`config.mk`:
```
export PLATFORM = sky130hd
export DESIGN_NAME = nfh_host
export DESIGN_NICKNAME = d
export VERILOG_FILES = /design/src/nfh_pkg.sv /design/src/nfh_cycle.sv /design/src/nfh_host.sv
export SDC_FILE = /design/constraint.sdc
export NUM_CORES = 1
export LEC_CHECK = 0
export ABC_AREA = 1
export BUFFER_PORTS_ARGS = -buffer_cell sky130_fd_sc_hd__buf_2
export CAP_MARGIN = 5
export CORE_ASPECT_RATIO = 0.7
export CORE_MARGIN = 2
export CORE_UTILIZATION = 30
export CTS_CLUSTER_SIZE = 8
export DETAILED_ROUTE_END_ITERATION = 7
export GPL_TIMING_DRIVEN = 0
export PLACE_DENSITY_LB_ADDON = 0.08
export SLEW_MARGIN = 30
export SYNTH_ARGS = -nofsm -noshare
export SYNTH_HDL_FRONTEND = slang
export SYNTH_HIERARCHICAL = 1
export SYNTH_SLANG_ARGS = --single-unit
export TNS_END_PERCENT = 20
```
`constraint.sdc`:
```
create_clock -name MCLK -period 3.37 [get_ports MCLK]
set_input_delay 0.1685 -clock MCLK [delete_from_list [all_inputs] [get_ports MCLK]]
set_output_delay 0.1685 -clock MCLK [all_outputs]
set_load 0.02 [all_outputs]
```
`src/nfh_pkg.sv`:
```
/*
 Constants for the host-side command sequencer of a byte-wide parallel NOR flash.
 Assumes a 20 MHz system clock and an asynchronous flash bus driven from flip-flops.
*/
`default_nettype none
package nfh_pkg;
	// Command addresses, byte mode
	localparam logic [11:0] ADDR_AAA   = 12'hAAA;
	localparam logic [11:0] ADDR_555   = 12'h555;
	localparam logic [11:0] ADDR_CFI   = 12'h0AA;
	localparam logic [11:0] ADDR_MFR   = 12'h000;
	localparam logic [11:0] ADDR_DEV   = 12'h002;
	localparam logic [11:0] ADDR_PROT  = 12'h004;
	localparam logic [11:0] ADDR_DEV2  = 12'h01C;
	localparam logic [11:0] ADDR_DEV3  = 12'h01E;
	// Command data
	localparam logic [7:0] D_UNL1   = 8'hAA;
	localparam logic [7:0] D_UNL2   = 8'h55;
	localparam logic [7:0] D_RESET  = 8'hF0;
	localparam logic [7:0] D_ID     = 8'h90;
	localparam logic [7:0] D_PROG   = 8'hA0;
	localparam logic [7:0] D_WBUF   = 8'h25;
	localparam logic [7:0] D_CONF   = 8'h29;
	localparam logic [7:0] D_ERS1   = 8'h80;
	localparam logic [7:0] D_SERS   = 8'h30;
	localparam logic [7:0] D_CERS   = 8'h10;
	localparam logic [7:0] D_SUSP   = 8'hB0;
	localparam logic [7:0] D_RESUME = 8'h30;
	localparam logic [7:0] D_CFI    = 8'h98;
	localparam logic [7:0] D_SRRD   = 8'h70;
	localparam logic [7:0] D_SRCLR  = 8'h71;
	localparam logic [7:0] D_FF     = 8'hFF;
	localparam logic [7:0] D_00     = 8'h00;
	// Protection verify answers
	localparam logic [7:0] PROT_NO  = 8'h00;
	localparam logic [7:0] PROT_YES = 8'h01;
	// Buffer and sequence limits
	localparam int BUF_MAX_BYTES = 64;
	localparam int SEQ_MAX_CYC   = 69;
	// Sector boundary bits
	localparam int SECT_LSB_UNI  = 15;
	localparam int SECT_LSB_BOOT = 12;
	// Bus cycle phases in MCLK cycles (50 ns each)
	localparam int T_CLK_NS   = 50;
	localparam int T_SETUP_NS = 50;
	localparam int T_PULSE_NS = 50;
	localparam int T_READ_NS  = 100;
	localparam int T_HOLD_NS  = 50;
	localparam logic [3:0] CYC_SETUP = 4'((T_SETUP_NS + T_CLK_NS - 1) / T_CLK_NS);
	localparam logic [3:0] CYC_PULSE = 4'((T_PULSE_NS + T_CLK_NS - 1) / T_CLK_NS);
	localparam logic [3:0] CYC_READ  = 4'((T_READ_NS + T_CLK_NS - 1) / T_CLK_NS);
	localparam logic [3:0] CYC_HOLD  = 4'((T_HOLD_NS + T_CLK_NS - 1) / T_CLK_NS);
	// Host operation codes
	typedef enum logic [3:0] {
		OP_READ     = 4'h0,
		OP_RESET    = 4'h1,
		OP_PROGRAM  = 4'h2,
		OP_WBUF     = 4'h3,
		OP_ABORT    = 4'h4,
		OP_SERASE   = 4'h5,
		OP_CERASE   = 4'h6,
		OP_SUSPEND  = 4'h7,
		OP_RESUME   = 4'h8,
		OP_CFI      = 4'h9,
		OP_ID       = 4'hA,
		OP_PROTVFY  = 4'hB,
		OP_SRREAD   = 4'hC,
		OP_SRCLEAR  = 4'hD,
		OP_CONTCHK  = 4'hE
	} nfh_op_t;
endpackage : nfh_pkg
`default_nettype wire
```
`src/nfh_cycle.sv`:
```
/*
 One flash bus cycle (write or read) driven from flip-flops.
 Assumes the flash samples address on the later falling strobe and data on the first rising one.
*/
`timescale 1ns/1ps
`default_nettype none
module nfh_cycle #(
	parameter int AW = 23
) (
	// Clock and reset
	input  wire logic          clk,
	input  wire logic          rst,
	input  wire logic          ce,
	// Request
	input  wire logic          start,
	input  wire logic          is_read,
	input  wire logic [AW-1:0] addr,
	input  wire logic [7:0]    wdata,
	output logic               done,
	output logic [7:0]         rdata,
	// Flash pins
	input  wire logic [7:0]    dq_i,
	output logic [AW-1:0]      a_o,
	output logic [7:0]         dq_o,
	output logic               dq_oe,
	output logic               ce_n,
	output logic               we_n,
	output logic               oe_n
);
	typedef enum logic [3:0] {
		C_IDLE  = 4'b0001,
		C_SETUP = 4'b0010,
		C_PULSE = 4'b0100,
		C_HOLD  = 4'b1000
	} nfh_cst_t;
	typedef struct packed {
		nfh_cst_t      st;
		logic [3:0]    cnt;
		logic          rd;
		logic          done;
		logic [7:0]    rdata;
		logic [AW-1:0] a;
		logic [7:0]    dq;
		logic          oe;
		logic          ce_n;
		logic          we_n;
		logic          oe_n;
	} nfh_cyc_t;
	nfh_cyc_t s_q, s_d;

	always_comb begin
		s_d      = s_q;
		s_d.done = 1'b0;
		case (s_q.st)
			C_IDLE: begin
				if (start) begin
					// Address and data set up with strobes high; CE# and WE# (OE# on reads) fall together
					s_d.st  = C_SETUP;
					s_d.rd  = is_read;
					s_d.a   = addr;
					s_d.dq  = wdata;
					s_d.oe  = !is_read;
					s_d.cnt = nfh_pkg::CYC_SETUP;
				end
			end
			C_SETUP: begin
				if (s_q.cnt <= 4'h1) begin
					s_d.st   = C_PULSE;
					s_d.ce_n = 1'b0;
					// Both strobes fall at once so the later one is well defined
					s_d.we_n = s_q.rd;
					s_d.oe_n = !s_q.rd;
					s_d.cnt  = s_q.rd ? nfh_pkg::CYC_READ : nfh_pkg::CYC_PULSE;
				end else begin
					s_d.cnt = s_q.cnt - 4'h1;
				end
			end
			C_PULSE: begin
				if (s_q.cnt <= 4'h1) begin
					// WE# rises before CE#, data still held so it latches cleanly
					s_d.st    = C_HOLD;
					s_d.we_n  = 1'b1;
					s_d.oe_n  = 1'b1;
					s_d.rdata = dq_i;
					s_d.cnt   = nfh_pkg::CYC_HOLD;
				end else begin
					s_d.cnt = s_q.cnt - 4'h1;
				end
			end
			C_HOLD: begin
				s_d.ce_n = 1'b1;
				if (s_q.cnt <= 4'h1) begin
					s_d.st   = C_IDLE;
					s_d.oe   = 1'b0;
					s_d.done = 1'b1;
				end else begin
					s_d.cnt = s_q.cnt - 4'h1;
				end
			end
			default: s_d.st = C_IDLE;
		endcase
	end

	always_ff @(posedge clk) begin
		if (rst) begin
			s_q      <= '0;
			s_q.st   <= C_IDLE;
			s_q.ce_n <= 1'b1;
			s_q.we_n <= 1'b1;
			s_q.oe_n <= 1'b1;
		end else if (ce) begin
			s_q <= s_d;
		end
	end

	assign done  = s_q.done;
	assign rdata = s_q.rdata;
	assign a_o   = s_q.a;
	assign dq_o  = s_q.dq;
	assign dq_oe = s_q.oe;
	assign ce_n  = s_q.ce_n;
	assign we_n  = s_q.we_n;
	assign oe_n  = s_q.oe_n;
endmodule : nfh_cycle
`default_nettype wire

```
`src/nfh_host.sv`:
```
/*
 Host-side command sequencer for a byte-wide NOR flash: turns one operation request into
 the flash's unlock, command, data and read cycles and returns read data.
 Assumes a single MCLK domain; the flash bus pins are driven through nfh_cycle.
*/
// Operation
// - Buffer slot addresses stay in one page (not enforced here: slots run on from the start address)
// - Load count written as locations minus one
// - Reset leaves autoselect or after fail bit
// - Buffered write at most 69 cycles
// - Full identification read in three cycles
// - Buffer programs on confirm 29 to sector
// - Continuity check writes FF then 00
// - Bad sequence needs reset to recover
`timescale 1ns/1ps
`default_nettype none
module nfh_host #(
	parameter int AW       = 23,
	parameter int BUF_MAX  = nfh_pkg::BUF_MAX_BYTES,
	parameter bit BOOT_SEC = 1'b0
) (
	// Clock, reset, enable
	input  wire logic          MCLK,
	input  wire logic          RST,
	input  wire logic          CLK_EN,
	// Operation request
	input  wire logic          REQ_VALID,
	input  wire logic [3:0]    REQ_OP,
	input  wire logic [AW-1:0] REQ_ADDR,
	input  wire logic [7:0]    REQ_DATA,
	input  wire logic [6:0]    REQ_COUNT,
	output logic               REQ_READY,
	// Buffered-write data stream
	input  wire logic [7:0]    WB_DATA,
	output logic               WB_TAKE,
	// Answer
	output logic               RSP_VALID,
	output logic [23:0]        RSP_DATA,
	output logic               RSP_REFUSED,
	output logic               SUSPENDED,
	output logic               ERASING,
	// Flash pins
	input  wire logic [7:0]    FL_DQ_I,
	output logic [AW-1:0]      FL_A,
	output logic [7:0]         FL_DQ_O,
	output logic               FL_DQ_OE,
	output logic               FL_CE_N,
	output logic               FL_WE_N,
	output logic               FL_OE_N
);
	typedef enum logic [2:0] {
		H_IDLE = 3'b001,
		H_RUN  = 3'b010,
		H_RESP = 3'b100
	} nfh_hst_t;
	typedef enum logic [1:0] {
		M_READ = 2'h0,
		M_ID   = 2'h1,
		M_CFI  = 2'h2
	} nfh_mode_t;
	typedef struct packed {
		nfh_hst_t      st;
		nfh_pkg::nfh_op_t op;
		logic [6:0]    step;
		logic [6:0]    cnt;
		logic [AW-1:0] addr;
		logic [7:0]    data;
		logic          busy;
		logic [23:0]   acc;
		nfh_mode_t     mode;
		logic          erasing;
		logic          susp;
		logic          rsp_v;
		logic          refused;
		logic          rsp_ref;
		logic          take;
	} nfh_state_t;
	nfh_state_t s_q, s_d;

	logic          cyc_done;
	logic [7:0]    cyc_rdata;
	logic          cyc_start;
	logic          cyc_rd;
	logic [AW-1:0] cyc_addr;
	logic [7:0]    cyc_wdata;
	logic          seq_last;

	// Command cycle address: upper bits held zero since the flash ignores them
	function automatic logic [AW-1:0] cmd_addr(input logic [11:0] low);
		cmd_addr = {{(AW-12){1'b0}}, low};
	endfunction
	// Any address inside the target sector
	function automatic logic [AW-1:0] sect_addr(input logic [AW-1:0] a);
		int lsb;
		lsb = BOOT_SEC ? nfh_pkg::SECT_LSB_BOOT : nfh_pkg::SECT_LSB_UNI;
		sect_addr = (a >> lsb) << lsb;
	endfunction

	//////////////////////////////////////////////////////////////////////////////////////
	// Per-step bus cycle table
	always_comb begin
		cyc_rd    = 1'b0;
		cyc_addr  = cmd_addr(nfh_pkg::ADDR_AAA);
		cyc_wdata = nfh_pkg::D_UNL1;
		seq_last  = 1'b0;
		if (s_q.step == 7'd1) begin
			cyc_addr  = cmd_addr(nfh_pkg::ADDR_555);
			cyc_wdata = nfh_pkg::D_UNL2;
		end
		case (s_q.op)
			nfh_pkg::OP_READ: begin
				cyc_rd   = 1'b1;
				cyc_addr = s_q.addr;
				seq_last = 1'b1;
			end
			nfh_pkg::OP_RESET, nfh_pkg::OP_RESUME, nfh_pkg::OP_SUSPEND: begin
				cyc_addr  = '0;
				cyc_wdata = (s_q.op == nfh_pkg::OP_RESET) ? nfh_pkg::D_RESET :
					(s_q.op == nfh_pkg::OP_SUSPEND) ? nfh_pkg::D_SUSP : nfh_pkg::D_RESUME;
				seq_last  = 1'b1;
			end
			nfh_pkg::OP_CFI: begin
				cyc_addr  = cmd_addr(nfh_pkg::ADDR_CFI);
				cyc_wdata = nfh_pkg::D_CFI;
				seq_last  = 1'b1;
			end
			nfh_pkg::OP_SRCLEAR: begin
				cyc_wdata = nfh_pkg::D_SRCLR;
				seq_last  = 1'b1;
			end
			nfh_pkg::OP_SRREAD: begin
				if (s_q.step == 7'd0) begin
					cyc_wdata = nfh_pkg::D_SRRD;
				end else begin
					// Low address bit picks status bits 0-7 or 8-15
					cyc_rd   = 1'b1;
					cyc_addr = {{(AW-1){1'b0}}, s_q.addr[0]};
					seq_last = 1'b1;
				end
			end
			nfh_pkg::OP_PROGRAM, nfh_pkg::OP_ABORT: begin
				if (s_q.step == 7'd2) begin
					cyc_wdata = (s_q.op == nfh_pkg::OP_ABORT) ? nfh_pkg::D_RESET : nfh_pkg::D_PROG;
					seq_last  = (s_q.op == nfh_pkg::OP_ABORT);
				end else if (s_q.step == 7'd3) begin
					cyc_addr  = s_q.addr;
					cyc_wdata = s_q.data;
					seq_last  = 1'b1;
				end
			end
			nfh_pkg::OP_SERASE, nfh_pkg::OP_CERASE: begin
				if (s_q.step == 7'd2) begin
					cyc_wdata = nfh_pkg::D_ERS1;
				end else if (s_q.step == 7'd4) begin
					cyc_addr  = cmd_addr(nfh_pkg::ADDR_555);
					cyc_wdata = nfh_pkg::D_UNL2;
				end else if (s_q.step == 7'd5) begin
					cyc_addr  = (s_q.op == nfh_pkg::OP_SERASE) ? sect_addr(s_q.addr) : cyc_addr;
					cyc_wdata = (s_q.op == nfh_pkg::OP_SERASE) ? nfh_pkg::D_SERS : nfh_pkg::D_CERS;
					seq_last  = 1'b1;
				end
			end
			nfh_pkg::OP_ID, nfh_pkg::OP_PROTVFY: begin
				if (s_q.step == 7'd2) begin
					cyc_wdata = nfh_pkg::D_ID;
				end else if (s_q.step >= 7'd3) begin
					// Identification continues with reads, three of them for the full code
					cyc_rd   = 1'b1;
					cyc_addr = (s_q.op == nfh_pkg::OP_PROTVFY) ?
						(sect_addr(s_q.addr) | cmd_addr(nfh_pkg::ADDR_PROT)) :
						(s_q.step == 7'd3) ? cmd_addr(nfh_pkg::ADDR_DEV) :
						(s_q.step == 7'd4) ? cmd_addr(nfh_pkg::ADDR_DEV2) :
						cmd_addr(nfh_pkg::ADDR_DEV3);
					seq_last = (s_q.op == nfh_pkg::OP_PROTVFY) || (s_q.step == 7'd5);
				end
			end
			nfh_pkg::OP_WBUF: begin
				if (s_q.step == 7'd2) begin
					cyc_addr  = sect_addr(s_q.addr);
					cyc_wdata = nfh_pkg::D_WBUF;
				end else if (s_q.step == 7'd3) begin
					cyc_addr  = sect_addr(s_q.addr);
					cyc_wdata = {1'b0, s_q.cnt};
				end else if (s_q.step == s_q.cnt + 7'd5) begin
					cyc_addr  = sect_addr(s_q.addr);
					cyc_wdata = nfh_pkg::D_CONF;
					seq_last  = 1'b1;
				end else if (s_q.step >= 7'd4) begin
					// Slots advance from the start address; they stay inside one page only when start offset plus load count fits in the 64-byte page
					cyc_addr  = s_q.addr + AW'(s_q.step - 7'd4);
					cyc_wdata = WB_DATA;
				end
			end
			nfh_pkg::OP_CONTCHK: begin
				cyc_rd    = (s_q.step == 7'd2) || (s_q.step == 7'd6);
				cyc_wdata = (s_q.step == 7'd0) ? nfh_pkg::D_SRCLR :
					(s_q.step == 7'd3) ? nfh_pkg::D_FF :
					(s_q.step == 7'd4) ? nfh_pkg::D_00 : nfh_pkg::D_SRRD;
				// Pattern addresses come from the request, sized to the part
				cyc_addr  = (s_q.step == 7'd3) ? s_q.addr :
					(s_q.step == 7'd4) ? ~s_q.addr : cmd_addr(nfh_pkg::ADDR_AAA);
				seq_last  = (s_q.step == 7'd6);
			end
			default: seq_last = 1'b1;
		endcase
	end

	//////////////////////////////////////////////////////////////////////////////////////
	// Request sequencing
	assign cyc_start = (s_q.st == H_RUN) && !s_q.busy;

	always_comb begin
		logic ok;
		ok        = 1'b1;
		s_d       = s_q;
		s_d.rsp_v = 1'b0;
		s_d.take  = 1'b0;
		// Refusal is shown only alongside its answer
		s_d.rsp_ref = 1'b0;
		case (s_q.st)
			H_IDLE: begin
				if (REQ_VALID) begin
					s_d.op   = nfh_pkg::nfh_op_t'(REQ_OP);
					s_d.addr = REQ_ADDR;
					s_d.data = REQ_DATA;
					// Buffered writes longer than the 69-cycle limit are clipped
					s_d.cnt  = (REQ_COUNT > 7'(BUF_MAX - 1)) ? 7'(BUF_MAX - 1) : REQ_COUNT;
					s_d.step = '0;
					s_d.acc  = '0;
					case (nfh_pkg::nfh_op_t'(REQ_OP))
						nfh_pkg::OP_SUSPEND: ok = s_q.erasing && !s_q.susp;
						nfh_pkg::OP_RESUME:  ok = s_q.susp;
						nfh_pkg::OP_CFI:     ok = (s_q.mode != M_CFI) && !s_q.erasing;
						nfh_pkg::OP_SERASE, nfh_pkg::OP_CERASE: ok = !s_q.erasing;
						default:             ok = 1'b1;
					endcase
					if (ok) begin
						s_d.st = H_RUN;
					end else begin
						s_d.st      = H_RESP;
						s_d.refused = 1'b1;
					end
				end
			end
			H_RUN: begin
				if (cyc_start) begin
					s_d.busy = 1'b1;
					s_d.take = (s_q.op == nfh_pkg::OP_WBUF) && (s_q.step >= 7'd4) && !seq_last;
				end else if (cyc_done) begin
					s_d.busy = 1'b0;
					if (cyc_rd) begin
						s_d.acc = {s_q.acc[15:0], cyc_rdata};
					end
					if (seq_last) begin
						s_d.st      = H_RESP;
						s_d.refused = 1'b0;
					end else begin
						s_d.step = s_q.step + 7'd1;
					end
				end
			end
			H_RESP: begin
				s_d.rsp_v   = 1'b1;
				s_d.rsp_ref = s_q.refused;
				s_d.st      = H_IDLE;
				if (!s_q.refused) begin
					case (s_q.op)
						nfh_pkg::OP_RESET: begin
							// Back to read, or erase-suspend-read when suspended
							s_d.mode = M_READ;
						end
						nfh_pkg::OP_ID, nfh_pkg::OP_PROTVFY: s_d.mode = M_ID;
						nfh_pkg::OP_CFI:    s_d.mode = M_CFI;
						nfh_pkg::OP_SERASE: s_d.erasing = 1'b1;
						nfh_pkg::OP_SUSPEND: s_d.susp = 1'b1;
						nfh_pkg::OP_RESUME:  s_d.susp = 1'b0;
						default: s_d.mode = s_q.mode;
					endcase
				end
			end
			default: s_d.st = H_IDLE;
		endcase
		// Erase completion is not observed here; a reset command clears the tracking unless suspended
		if (s_q.st == H_RESP && !s_q.refused && s_q.op == nfh_pkg::OP_RESET && !s_q.susp) begin
			s_d.erasing = 1'b0;
		end
	end

	always_ff @(posedge MCLK) begin
		if (RST) begin
			s_q      <= '0;
			s_q.st   <= H_IDLE;
			s_q.mode <= M_READ;
		end else if (CLK_EN) begin
			s_q <= s_d;
		end
	end

	nfh_cycle #(
		.AW (AW)
	) u_cycle (
		.clk     (MCLK),
		.rst     (RST),
		.ce      (CLK_EN),
		.start   (cyc_start),
		.is_read (cyc_rd),
		.addr    (cyc_addr),
		.wdata   (cyc_wdata),
		.done    (cyc_done),
		.rdata   (cyc_rdata),
		.dq_i    (FL_DQ_I),
		.a_o     (FL_A),
		.dq_o    (FL_DQ_O),
		.dq_oe   (FL_DQ_OE),
		.ce_n    (FL_CE_N),
		.we_n    (FL_WE_N),
		.oe_n    (FL_OE_N)
	);

	assign REQ_READY   = (s_q.st == H_IDLE);
	assign WB_TAKE     = s_q.take;
	assign RSP_VALID   = s_q.rsp_v;
	assign RSP_DATA    = s_q.acc;
	assign RSP_REFUSED = s_q.rsp_ref;
	assign SUSPENDED   = s_q.susp;
	assign ERASING     = s_q.erasing;
endmodule : nfh_host
`default_nettype wire

```
; Word-level counts from Yosys, hierarchy flattened
; Cells that the tools add are included.
[op_classes]
n_eq_ne = 47
muxes = 109
bitwise_logic = 2
magnitude_cmp = 4
reduce_logical = 50
n_addsub = 5
[ops]
columns = op, n
row1 = 23-bit two-way mux, 15
row2 = 23-bit case mux with 9 select lines, 1
row3 = 8-bit two-way mux, 16
row4 = 24-bit two-way mux, 3
row5 = 8-bit case mux with 9 select lines, 1
row6 = 52-bit two-way mux, 1
row7 = 24-bit case mux with 2 select lines, 1
row8 = 7-bit two-way mux, 6
row9 = 4-bit == test (second input constant), 10
row10 = 4-bit by 3-bit == test with 1-bit output (second input constant), 8
row11 = 4-bit case mux with 4 select lines, 2
row12 = 1-bit two-way mux, 30
row13 = 25-bit two-way mux, 1
row14 = 12-bit two-way mux, 2
row15 = 4-bit two-way mux, 6
row16 = 4-bit AND reduction, 6
row17 = 23-bit adder, 1
row18 = 23-bit NOT, 1
row19 = 7-bit by 3-bit == test with 1-bit output (second input constant), 3
row20 = 3-bit two-way mux, 6
row21 = 2-bit != test (second input constant), 8
row22 = 2-bit nonzero test, 8
row23 = 3-bit AND reduction, 5
row24 = 7-bit by 2-bit == test with 1-bit output (second input constant), 2
row25 = other kinds (40), 74
[totals]
elab_cells = 243
out_inout_bits = 65
in_bits = 62
ff_bits = 138

; Longest topological paths before layout
; Gate-level depths: netlist of run 1.
[depth]
depth_word = 10
ltp_mapped = 20
mapped_depth_nobuf = 19

; By module
; Netlist of run 1, hierarchy kept.
[modules_own_cells]
columns = module, instances, cells_per_inst, area_each_um2, seq_area_each_um2
row1 = nfh_host, 1, 1208, 7200.7, 1701.6
row2 = nfh_cycle, 1, 350, 2529.9, 1061.0

; Least setup slack after synthesis of run 1
; OpenSTA, ideal clock, no wires.
[synth_timing]
path_type = register to register
start = register s_q[75] (netlist bit)
end = register u_cycle.s_q, in the netlist u_cycle/a_o[10]
setup_time_ns = 0.070
path_buffers = 1
slack_ns = 0.753
t_arrival_ns = 2.546
stages_incl_launch_ff = 19
synth_period_minus_slack_ns = 2.617
required_ns = 3.300
cell_sequence = dfxtp_1 > buf_4 > inv_6 > nand2_1 > nor2_1 > nand2_1 > inv_1 > ha_1 > inv_1 > o21ai_0 > a21oi_1 > nand2_1 > o21ai_0 > inv_1 > o21ai_0 > nand3_1 > a21oi_1 > nand2_1 > a21oi_1
[synth_between]
elab_chain_cells = 7
elab_cells_between_ends = 28
classes_between = add/sub: 2 / order compare: 2 / eq/ne: 6 / mux: 17 / reduce/logical: 1
[synth_rtl]
columns = item, line_no
row1 = start: declaration, nfh_host.sv:78  ; nfh_state_t s_q, s_d;
row2 = 7-bit by 3-bit subtractor with 8-bit output / 7-bit by 1-bit == test with 1-bit output (equally long branches), "nfh_host.sv:190, nfh_host.sv:106"
row3 = 23-bit adder / 12-bit two-way mux (equally long branches), "nfh_host.sv:190, nfh_host.sv:106"
row4 = 23-bit two-way mux (on tied branches), "nfh_host.sv:188, nfh_host.sv:158"
row5 = 23-bit two-way mux (on tied branches), "nfh_host.sv:184, nfh_host.sv:157"
row6 = 23-bit two-way mux (on tied branches), "nfh_host.sv:181, nfh_host.sv:154"
row7 = 23-bit two-way mux (on tied branches), "nfh_host.sv:178, nfh_host.sv:152"
row8 = 23-bit case mux with 9 select lines *, nfh_host.sv:110  ; case (s_q.op)
row9 = via cyc_addr[10], nfh_host.sv:84  ; logic [AW-1:0] cyc_addr;
row10 = end: declaration, nfh_cycle.sv:49  ; nfh_cyc_t s_q, s_d;
; Mark *: on every way through the listed nets, which the timed path passes. The rest lies on a longest branch.
; A chain may end at the register's enable or synchronous reset.

; Final worst setup path of run 1
[layout_timing]
start = register s_q[71] (netlist bit)
end = register u_cycle.s_q, in the netlist u_cycle/dq_o[2]
[layout_between]
elab_chain_cells = 7
elab_cells_between_ends = 23
classes_between = order compare: 1 / eq/ne: 6 / mux: 15 / reduce/logical: 1
[layout_rtl]
columns = item, line_no
row1 = "parallel branches: the longest is 6 deep, another holds 7-bit by 3-bit greater-or-equal comparator with 1-bit output", --
row2 = 8-bit case mux with 9 select lines *, nfh_host.sv:110
row3 = via cyc_wdata[2], nfh_host.sv:85  ; logic [7:0] cyc_wdata;
; Mark *: on every way through the listed nets, which the timed path passes.

==> results.md, run 1 <==
- Outcome: complete, no violations
- Standard-cell row count: 55
- Total wire length: approximately 38 mm
- GR Overflow Total: 0
- Req. time, crit path: 3.68 ns
- CP top delay family: compound AO/OA/AOI/OAI gates
- Drt drc: 0
- Clock skew: 0.01358 ns
- Syn avg cell area: 6.246 um^2
- First-pass GRT wire length: 58.43 mm
- Port bufs: 125
- Setup crit end kind: register
- Clk_lat worst skew: between 0.4 and 0.5 ns
- Register area: 0.002764 mm^2
- Vias in the first global route: 9754
- Maximum fanout along the worst path: 7
- P&R area growth vs syn: 22.85%
- Die area: 0.03392 mm^2
- Primary FF master, synth: dfxtp_1
- Total power: 0.005700 W
- Post-route ant nets: 0
- Initial Util: 0.3028
- Mapped cell area: 0.009731 mm^2
- Achievable Freq: 299.7 MHz
- Hold crit path type: in2reg
- Number of flops mapped to enable cells by yosys: 0
- CTS tree: done
- I/O pin count: 127
- Slowest cell on the critical path: a211oi_1
- Detailed Routing Iterations Pass 1: 5
- Switching share of power: 0.3762
- R2r setup slk: 0.03 ns
- Layout cells sized above 1: 0.1826
- Hold Worst Slack: 0.02864 ns
- Most numerous cell on the critical path: nand2_1
- RePlAce Congestion: between 0.9 and 1
- Clk network pwr share: 0.355
- Clock H-tree levels: 4
- Gate power share: 0.319
- DP Wirelength: 30.55 mm
- Cts bufs inserted: 17
- CTS Buffer Depth: 2
- Largest stage delay, worst path: between 0.6 and 0.7 ns
- Reg clk slew, reported paths: 0.06 ns
- Critical path arrival: 3.64 ns
- Unrepaired setup endpoints after global routing: yes
- Worst setup SP type: register
- Chip width: 219.3 um
- Number of antenna violations at the first check in global routing: 4
- Vias per Instance: 4.927
- Cell count after synthesis: 1558
- YS warnings: 6
- Core Box Area: 0.03214 mm^2
- Final Cycle Share: 0.9901
- VDD IR max: 0.3052 mV
- Switch Pwr: roughly 0.0021 W
- # clock sinks: 138
- P_int: 0.003556 W
- Seq/Total Area, Yosys: 0.2839
- Initial DRC count: between 1000 and 1500
- Max Cap Violations: 0
- Leak Pwr: 5.545 nW
- Pin slew with the least headroom to its limit: 0.8095 ns
- Multi-input logic area: 0.005764 mm^2
- Final setup violation count: 0
- Seq pwr share: 0.327
- Crit Path Class: reg2reg
- Largest net degree at the start of global routing: 17
- Die Y-Extent: ~150 um
- Final hold vios: 0
- Rel. slew slack: 0.4571
- Max Slew Vio Count: 0
- Async set-reset flop share out of synthesis: 0
- GRT Util Overall: 0.2285
- Fill count: 3569
- Cell Chain, Critical Path: inv_1, ha_2, nand2_1, nor2_1, inv_2, nand2_1, o21ai_0, inv_1, a21oi_1, nand2_1, a211oi_1, a21oi_1, nand2_1, a21oi_1
- Period minus WS final: 3.337 ns
- Distinct cells, synth: 50
- Post-synthesis net count: 1654
- Vias: 10750
- Buf+Inv Stages, Crit Path: 3
- Pwr/cell area: ~480 mW/mm^2
- Final #Nets: 1835
- Clock root buffer master: clkbuf_16
- Routed length per instance: 17.56 um
- Seq cells post-synth: between 100 and 150
-- layout by cell type (no fill, tap or decap), types with 15 or more instances in the layout --
master / synthesis / layout
nand2_1: 372 / 371
nor2_1: 208 / 206
a21oi_1: 168 / 162
dfxtp_1: 138 / 137
buf_2: 8 / 133
o21ai_0: 127 / 124
inv_1: 119 / 118
nand3_1: 85 / 84
buf_4: 65 / 71
ha_1: 33 / 32
dlygate4sd3_1: 0 / 32
clkbuf_1: 34 / 31
o21ai_1: 27 / 30
nor3_1: 24 / 22
inv_2: 21 / 21
clkbuf_16: 0 / 17
xor2_1: 15 / 15
-- worst reg2reg max path: stages (launching register included) --
cell	delay, ns
dfxtp_1	0.53
inv_1	0.23
ha_2	0.30
nand2_1	0.08
nor2_1	0.07
inv_2	0.09
nand2_1	0.09
o21ai_0	0.16
inv_1	0.10
a21oi_1	0.31
nand2_1	0.13
a211oi_1	0.66
a21oi_1	0.25
nand2_1	0.14
a21oi_1	0.06
-- through the flow --
| step | TNS, ns | std cells | utilization | worst slack, ns | instance area, um^2 |
|---|---|---|---|---|---|
| after floorplan | 0 | 1558 | - | 0.7533 | 9731 |
| after global placement | -3.333 | 2110 | 0.3389 | -0.4897 | 10890 |
| after detailed placement | -2.549 | 2110 | 0.3389 | -0.4293 | 10890 |
| after CTS | 0 | 2174 | 0.3690 | 0.002718 | 11860 |
| after global routing | -0.1125 | 2179 | 0.3717 | -0.1125 | 11950 |
| final | 0 | 2182 | 0.3720 | 0.03322 | 11950 |
-- final timing paths --
check / start / to / depth (start not counted)
worst min-delay path: REQ_ADDR[2] / s_q[43] / 3
worst max-delay path: s_q[71] / u_cycle/dq_o[2] / 14
worst min register to register: WB_TAKE / WB_TAKE / 2
worst max register to register: s_q[71] / u_cycle/dq_o[2] / 14
-- Yosys cell counts, types with 4 or more instances --
master	instances	area, um^2
or2_2	5	31.28
nand2_1	372	1396
buf_4	65	488.0
nand2_2	11	68.82
buf_6	6	67.56
clkbuf_1	34	127.6
xor2_1	15	131.4
o21ai_1	27	135.1
nor3_1	24	120.1
nor2_1	208	780.8
a21oi_1	168	840.8
o211ai_1	8	60.06
inv_2	21	78.83
a211oi_1	10	75.07
buf_2	8	40.04
o22ai_1	6	37.54
nand3_1	85	425.4
nor2_4	4	45.04
nand4_1	13	81.33
inv_1	119	446.7
nor4_1	4	25.02
ha_1	33	412.9
o21ai_0	127	635.6
nor2_2	5	31.28
dfxtp_1	138	2763
-- kinds of logic (layout without fill, tap and decap cells) --
group,Yosys count,in the layout,synth area share
buffers and inverters,257,451,0.1304
other,0,3,0
xor gates and xnor gates,18,18,0.01620
adders and majority gates,34,34,0.04449
DFF,138,138,0.2839
and+or+nand+nor,744,744,0.3245
AOI/OAI and AO/OA,367,367,0.2005
-- sequential cells by signal (all words and copies together), names as in the netlist --
register,cells
s_q,56
SUSPENDED,1
ERASING,1
RSP_DATA,24
u_cycle/oe_n,1
u_cycle/we_n,1
u_cycle/a_o,23
RSP_REFUSED,1
u_cycle/s_q,9
u_cycle/dq_o,8
u_cycle/ce_n,1
u_cycle/done,1
u_cycle/dq_oe,1
RSP_VALID,1
u_cycle/rdata,8
WB_TAKE,1
-- power by group through the flow --
| stage | registers (W) | clock network [W] | logic, W |
|---|---|---|---|
| after floorplan | 0.00185 | 0 | 0.00116 |
| after global placement | 0.00189 | 0 | 0.00171 |
| after detailed placement | 0.00190 | 0 | 0.00171 |
| after CTS | 0.00186 | 0.00207 | 0.00175 |
| after global routing | 0.00188 | 0.00214 | 0.00201 |
| final | 0.00186 | 0.00202 | 0.00182 |
-- cell type report --
class                   instances  area share
multi-input cells            1163      0.4822
clock inverters                12     0.01371
flip-flops and latches        138      0.2312
plain buffers                 114     0.06113
clock buffers                  20     0.03820
well taps                     427     0.04469
repair buffers                163     0.08290
inverters                     142     0.04532
diodes                          3   0.0006280
-- per-layer routing --
metal  track usage  vias to the layer above  routed length [um]
li1              -                     5427                   -
met1        0.3758                     4915               20940
met2        0.2862                      380               13860
met3       0.04779                       29                2926
met4       0.05727                        0                 579
met5             0                        -                   0
-- timing repair --
item                                    in CTS  in global routing
endpoints found under the hold margin       32                  0
gates cloned                                 0                  0
buffers inserted                             1                  5
endpoints found under the setup margin      17                 29
pin swaps                                    0                  1
resized for setup                            6                 19
hold buffers                                32                  0
(Power assumes the default switching activity.)
==> inputs of run 2 (changes only) <==
PLACE_DENSITY_LB_ADDON = 0.15   (was 0.08)
==> run 2 against run 1 <==
  * The run now ends with setup timing left
  * Fmax is 3.1% lower
  * Design area fell by 0.59%
  * Combinational power is essentially flat
  * Register-to-register slack got worse by 0.11 ns
  * Clock-buffer cell count decreased by 3
  * Total power decreased by 2.3%
  * Wire length decreased by 1.8%
  * Sequential cell count is the same
  * Critical endpoint is now u_cycle/dq_o[7]
==> results.md, run 2 (same netlist as run 1, synthesis figures left out) <==
- Outcome: complete, but fails checks (was complete, no violations)
- Failing checks: setup timing
- Cell Chain, Critical Path: clkbuf_2, inv_1, ha_1, nand2_1, inv_1, nand3_2, clkbuf_1, nor2_1, o21ai_0, nand2_1, nor4_1, a21oi_1, nand2_1, a21oi_1 (was inv_1, ha_2, nand2_1, nor2_1, inv_2, nand2_1, o21ai_0, inv_1, a21oi_1, nand2_1, a211oi_1, a21oi_1, nand2_1, a21oi_1)
- P&R area growth vs syn: 22.13% (was 22.85%)
- CP top delay family: simple AND/OR/NAND/NOR gates (was compound AO/OA/AOI/OAI gates)
- Final hold vios: 0 (unchanged)
- Most numerous cell on the critical path: nand2_1 (unchanged)
- CTS tree: done (unchanged)
- Standard-cell row count: 55 (unchanged)
- Clock H-tree levels: 4 (unchanged)
- GR Util met1: 0.3511 (was 0.3758)
- Achievable Freq: 290.4 MHz (was 299.7 MHz)
- Period minus WS final: 3.443 ns (was 3.337 ns)
- Worst setup SP type: register (unchanged)
- Final #Nets: 1833 (was 1835)
- Maximum fanout along the worst path: 10 (was 7)
- Initial Util: 0.3028 (unchanged)
- Vias in the first global route: 9610 (was 9754)
- CP Depth: 14 (unchanged)
- Reg clk slew, reported paths: 0.07 ns (was 0.06 ns)
- Largest stage delay, worst path: 0.53 ns (was 0.66 ns)
- Seq pwr share: 0.333 (was 0.327)
- Met3 Track Usage GR: 0.06627 (was 0.04779)
- Routed length per instance: 17.27 um (was 17.56 um)
- Clock root buffer master: clkbuf_16 (unchanged)
- Layout cells sized above 1: 0.1783 (was 0.1826)
- Drt drc: 0 (unchanged)
- Leak Pwr: 5.508 nW (was 5.545 nW)
- Largest net degree at the start of global routing: 17 (unchanged)
- GRT met2 Usage: 0.2836 (was 0.2862)
- I/O pin count: 127 (unchanged)
- Slowest cell on the critical path: clkbuf_1 (was a211oi_1)
- Clock skew: 0.01764 ns (was 0.01358 ns)
- Register area: 0.002763 mm^2 (was 0.002764 mm^2)
- Initial DRC count: 1018 (was 1080)
- Gate power share: 0.322 (was 0.319)
- First-pass GRT wire length: 56.68 mm (was 58.43 mm)
- GR Overflow Total: 0 (unchanged)
- Unrepaired setup endpoints after global routing: yes (unchanged)
- Die area: 0.03392 mm^2 (unchanged)
- Biggest register: s_q (unchanged)
- Pwr/cell area: 468.8 mW/mm^2 (was 476.9 mW/mm^2)
- Vias per Instance: 4.937 (was 4.927)
- Buf+Inv Stages, Crit Path: 4 (was 3)
- Switching share of power: 0.3934 (was 0.3762)
- Chip width: 219.3 um (unchanged)
- Commonest non-fill, non-tap cell in the layout: nand2_1 (unchanged)
- Total wire length: 37.62 mm (was 38.31 mm)
- Clk network pwr share: 0.344 (was 0.355)
- Hold crit path type: in2reg (unchanged)
- Rel. slew slack: 0.4549 (was 0.4571)
- Vias: 10750 (about the same)
- # clock sinks: 138 (unchanged)
- Final Cycle Share: 1.022 (was 0.9901)
- CTS Buffer Depth: 2 (unchanged)
- Detailed Routing Iterations Pass 1: 5 (unchanged)
- P_int: 0.003379 W (was 0.003556 W)
- GRT Util Overall: 0.2220 (was 0.2285)
- Total power: 0.005571 W (was 0.005700 W)
- Critical path arrival: 3.77 ns (was 3.64 ns)
- Hold Path Stages: 3 (unchanged)
- Busiest grt layer: met1 (unchanged)
- Max FFs per register: 56 (unchanged)
- Req. time, crit path: 3.70 ns (was 3.68 ns)
- Commonest cells after routing, fill and taps aside: nand2_1 (370), nor2_1 (207), a21oi_1 (164) (was nand2_1 (371), nor2_1 (206), a21oi_1 (162))
- Crit Path Class: reg2reg (unchanged)
- DP Wirelength: 30.08 mm (was 30.55 mm)
- Port bufs: 125 (unchanged)
- Setup crit end kind: register (unchanged)
- RePlAce Congestion: 0.9892 (was 0.9926)
- Final setup violation count: 1 (was 0)
- Worst R2R Path Depth: 14 (unchanged)
- Multi-input logic area: 0.005754 mm^2 (was 0.005764 mm^2)
- Max Slew Vio Count: 0 (unchanged)
- Max Cap Violations: 0 (unchanged)
- Core Box Area: 0.03214 mm^2 (unchanged)
- Switch Pwr: 0.002192 W (was 0.002145 W)
- Number of antenna violations at the first check in global routing: 2 (was 4)
- Fill count: 3528 (was 3569)
- Cts bufs inserted: 17 (unchanged)
- Pin slew with the least headroom to its limit: 0.8177 ns (was 0.8095 ns)
- Dpl ws: -0.3688 ns (was -0.4293 ns)
- Clk_lat worst skew: 0.46 ns (was 0.45 ns)
- VDD IR max: 0.3513 mV (was 0.3052 mV)
- Setup WS post-layout: -0.07314 ns (was 0.03322 ns)
- Die Y-Extent: 154.7 um (unchanged)
- Post-route ant nets: 0 (unchanged)
==> run 2: changes by cell type in the layout (fill, tap and decap cells not counted), sizes merged, moves of 2 or more <==
cell / before / now
inv: 143 / 149
buf: 212 / 208
clkinv: 4 / 1
bufinv: 3 / 1
clkbuf: 53 / 51
clkinvlp: 4 / 6
diode: 3 / 1
==> run 2: cell type report <==
type	instances	share of cell area
plain buffers	115	0.06191
inverters	142	0.04559
clock inverters	15	0.01316
well taps	427	0.04496
diodes	1	0.0002106
flip-flops and latches	138	0.2325
clock buffers	17	0.03580
multi-input cells	1163	0.4842
repair buffers	160	0.08170
==> run 2: metrics by stage <==
step | cell area (um^2) | hold slack [ns] | TNS (ns) | utilization | cells
after detailed placement | 10890 | 0.4048 | -0.8829 | 0.3389 | 2110
after global routing | 11880 | 0.02600 | -0.4515 | 0.3697 | 2177
after CTS | 11840 | 0.003605 | 0 | 0.3684 | 2177
after global placement | 10890 | 0.3979 | -1.151 | 0.3389 | 2110
final | 11880 | 0.01386 | -0.07314 | 0.3698 | 2178
after floorplan | 9731 | 0.2620 | 0 | - | 1558
==> run 2: routing by layer <==
| layer | wire, um | vias up |
|---|---|---|
| met5 | 20 | - |
| met4 | 493 | 2 |
| met3 | 3404 | 30 |
| met2 | 13850 | 373 |
| met1 | 19840 | 4921 |
| li1 | - | 5427 |
==> run 2: final timing paths <==
check              startpoint  slack, ns              end
setup reg to reg      s_q[73]      -0.07  u_cycle/dq_o[7]
setup / recovery      s_q[73]      -0.07  u_cycle/dq_o[7]
hold / removal    REQ_DATA[7]       0.01          s_q[40]
hold reg to reg     RSP_VALID       0.47        RSP_VALID
==> run 2: timing repair <==
action | in CTS | in global routing
gates resized for setup | 7 | 12
endpoints found under the hold margin | 33 | 0
endpoints found under the setup margin | 11 | 24
setup buffers | 2 | 0
hold buffers | 33 | 0
==> run 2: worst reg2reg max path, cell delays in order, from the launching register on <==
cell	delay [ns]
dfxtp_1	0.36
clkbuf_2	0.22
inv_1	0.16
ha_1	0.31
nand2_1	0.08
inv_1	0.05
nand3_2	0.16
clkbuf_1	0.54
nor2_1	0.09
o21ai_0	0.29
nand2_1	0.10
nor4_1	0.44
a21oi_1	0.28
nand2_1	0.17
a21oi_1	0.07
==> run 2: power by group through the flow <==
stage                     Combinational, W  Clock, W  Sequential (W)
after floorplan                    0.00116         0         0.00185
after global placement             0.00170         0         0.00189
after detailed placement           0.00170         0         0.00189
after CTS                          0.00174   0.00196         0.00186
after global routing               0.00197   0.00204         0.00187
final                              0.00179   0.00192         0.00186
==> inputs of run 3 (changes only) <==
CORE_UTILIZATION = 35   (was 30)
CTS_BUF_LIST = sky130_fd_sc_hd__clkbuf_16   (was default)
HOLD_SLACK_MARGIN = 0.15   (was default)
==> run 3 against run 2 <==
  * Register-to-register slack better by 0.15 ns
  * Combinational power barely moved
  * Core utilization up 6.7 points
  * Global-route usage is 2.8 points higher
  * The flow now finishes without violations
  * Largest power group unchanged
  * Via count increased by 1.1%
  * Cell count shrank 1.6%
==> results.md, run 3 (same netlist as run 1, synthesis figures left out) <==
- Outcome: complete, no violations (was complete, but fails checks)
- Achievable Freq: 303.9 MHz (was 290.4 MHz)
- Total power: 0.005600 W (was 0.005571 W)
- Pwr/cell area: 464.9 mW/mm^2 (was 468.8 mW/mm^2)
- Gate power share: 0.323 (was 0.322)
- # clock sinks: 138 (unchanged)
- Period minus WS final: 3.290 ns (was 3.443 ns)
- Cts bufs inserted: 17 (unchanged)
- Max Slew Vio Count: 0 (unchanged)
- Largest net degree at the start of global routing: 17 (unchanged)
- Port bufs: 125 (unchanged)
- Biggest register: s_q (unchanged)
- Max Cap Violations: 0 (unchanged)
- Maximum fanout along the worst path: 7 (was 10)
- Drt drc: 0 (unchanged)
- Vias per Instance: 5.072 (was 4.937)
- Post-route cell area: 0.01204 mm^2 (was 0.01188 mm^2)
- Final #Nets: 1856 (was 1833)
- Commonest cells after routing, fill and taps aside: nand2_1 (370), nor2_1 (205), a21oi_1 (164) (was nand2_1 (370), nor2_1 (207), a21oi_1 (164))
- P_int: 0.003454 W (was 0.003379 W)
- Rel. slew slack: 0.4796 (was 0.4549)
- Total wire length: 36.65 mm (was 37.62 mm)
- Vias: 10870 (was 10750)
- Detailed Routing Iterations Pass 1: 5 (unchanged)
- Number of antenna violations at the first check in global routing: 1 (was 2)
- Seq pwr share: 0.332 (was 0.333)
- Standard-cell row count: 51 (was 55)
- First-pass GRT wire length: 55.15 mm (was 56.68 mm)
- Pin slew with the least headroom to its limit: 0.7806 ns (was 0.8177 ns)
- Antenna Cells: 0 (was 1)
- Switching share of power: 0.3831 (was 0.3934)
- Unrepaired setup endpoints after global routing: yes (unchanged)
- Placed cell area: 0.01082 mm^2 (was 0.01089 mm^2)
- VDD IR max: 0.3054 mV (was 0.3513 mV)
- I/O pin count: 127 (unchanged)
- GRT Util Overall: 0.2499 (was 0.2220)
- GR Overflow Total: 0 (unchanged)
- Clock skew: 0.01142 ns (was 0.01764 ns)
- Initial Util: 0.3530 (was 0.3028)
- CTS tree: done (unchanged)
- Switch Pwr: 0.002145 W (was 0.002192 W)
- Critical path arrival: 3.65 ns (was 3.77 ns)
- DP Wirelength: 28.93 mm (was 30.08 mm)
- Initial DRC count: 1015 (was 1018)
- Worst setup SP type: register (unchanged)
- Clock root buffer master: clkbuf_16 (unchanged)
- Final setup violation count: 0 (was 1)
- Crit Path Class: reg2reg (unchanged)
- Clock H-tree levels: 4 (unchanged)
- P&R area growth vs syn: 23.78% (was 22.13%)
- Total negative setup slack: 0 ns (was -0.07314 ns)
- Die area: 0.02917 mm^2 (was 0.03392 mm^2)
- Hold Worst Slack: 0.1620 ns (was 0.01386 ns)
- Post-route ant nets: 0 (unchanged)
- Core Box Area: 0.02757 mm^2 (was 0.03214 mm^2)
- Vias in the first global route: 9377 (was 9610)
- Fill count: 3011 (was 3528)
- CTS Buffer Depth: 2 (unchanged)
- Req. time, crit path: 3.73 ns (was 3.70 ns)
- Final Cycle Share: 0.9764 (was 1.022)
- Utilization after layout: 0.4369 (was 0.3698)
- Max FFs per register: 56 (unchanged)
- Clk_lat worst skew: 0.44 ns (was 0.46 ns)
- Die Y-Extent: 143.5 um (was 154.7 um)
- Setup crit end kind: register (unchanged)
- Hold crit path type: in2reg (unchanged)
- Leak Pwr: 5.629 nW (was 5.508 nW)
- Final hold vios: 0 (unchanged)
- Layout cells sized above 1: 0.1788 (was 0.1783)
- Reg clk slew, reported paths: 0.06 ns (was 0.07 ns)
- RePlAce Congestion: 1.009 (was 0.9892)
- Routed length per instance: 17.09 um (was 17.27 um)
- Clk network pwr share: 0.345 (was 0.344)
- Commonest non-fill, non-tap cell in the layout: nand2_1 (unchanged)
- Chip width: 203.3 um (was 219.3 um)
-- run 3: cell count changes in the layout (fill, tap and decap cells not counted), sizes merged --
cell,previous run,this run
dlygate4sd3,33,55
clkinv,1,6
buf,208,209
clkinvlp,6,4
bufinv,1,2
diode,1,0
inv,149,145
-- run 3: cell type report --
type | count | area (um^2) | share of cell area
multi-input cells | 1163 | 5748 | 0.4772
flip-flops and latches | 138 | 2763 | 0.2294
plain buffers | 115 | 737.0 | 0.06119
inverters | 142 | 541.8 | 0.04498
clock buffers | 17 | 425.4 | 0.03532
clock inverters | 15 | 166.4 | 0.01382
well taps | 371 | 464.2 | 0.03854
repair buffers | 183 | 1199 | 0.09952
-- run 3: power groups by stage --
| stage | registers (W) | logic (W) | clock network [W] |
|---|---|---|---|
| finish | 0.00186 | 0.00181 | 0.00193 |
| global route | 0.00187 | 0.00198 | 0.00203 |
| CTS | 0.00186 | 0.00174 | 0.00197 |
| detailed placement | 0.00189 | 0.00168 | 0 |
| global placement | 0.00189 | 0.00169 | 0 |
| floorplan | 0.00185 | 0.00116 | 0 |
-- run 3: final timing paths --
kind | start | end | slack (ns) | cells after the start
hold reg to reg | s_q[7] | s_q[7] | 0.46 | 2
setup reg to reg | s_q[73] | u_cycle/a_o[9] | 0.08 | 16
setup / recovery | s_q[73] | u_cycle/a_o[9] | 0.08 | 16
hold / removal | REQ_COUNT[6] | s_q[66] | 0.16 | 3
-- run 3: worst max-delay path, stage by stage (launching register included) --
cell and delay [ns]:
dfxtp_1 0.36, clkbuf_2 0.23, inv_2 0.11, ha_1 0.23, nand3_1 0.17, xor2_2 0.27, ha_1 0.34, nand2_1 0.16
nor2_1 0.07, nor2_1 0.08, nand2_1 0.13, a21o_1 0.20, o21ai_0 0.17, nand2_1 0.09, a21oi_2 0.35, nand2_1 0.12
a21oi_1 0.13
-- run 3: routing by layer --
metal / up-vias / track usage / wire, um
met5: - / 0 / 0
met4: 0 / 0.04533 / 356
met3: 29 / 0.06054 / 3004
met2: 373 / 0.3190 / 13440
met1: 4997 / 0.4063 / 19840
li1: 5475 / - / -
-- run 3: through the flow --
step           std cells  worst slack (ns)
3_3_place_gp        2054           -0.3709
2_1_floorplan       1558            0.7533
5_1_grt             2144          -0.07163
6_report            2144           0.07956
3_5_place_dp        2054           -0.2894
4_1_cts             2143           0.05838
-- run 3: timing repair --
| action | in CTS | in global routing |
|---|---|---|
| endpoints found under the setup margin | 10 | 27 |
| buffers inserted | 2 | 1 |
| gates resized for setup | 4 | 21 |
| endpoints found under the hold margin | 52 | 0 |
| pin swaps | 0 | 1 |
| hold buffers | 55 | 0 |
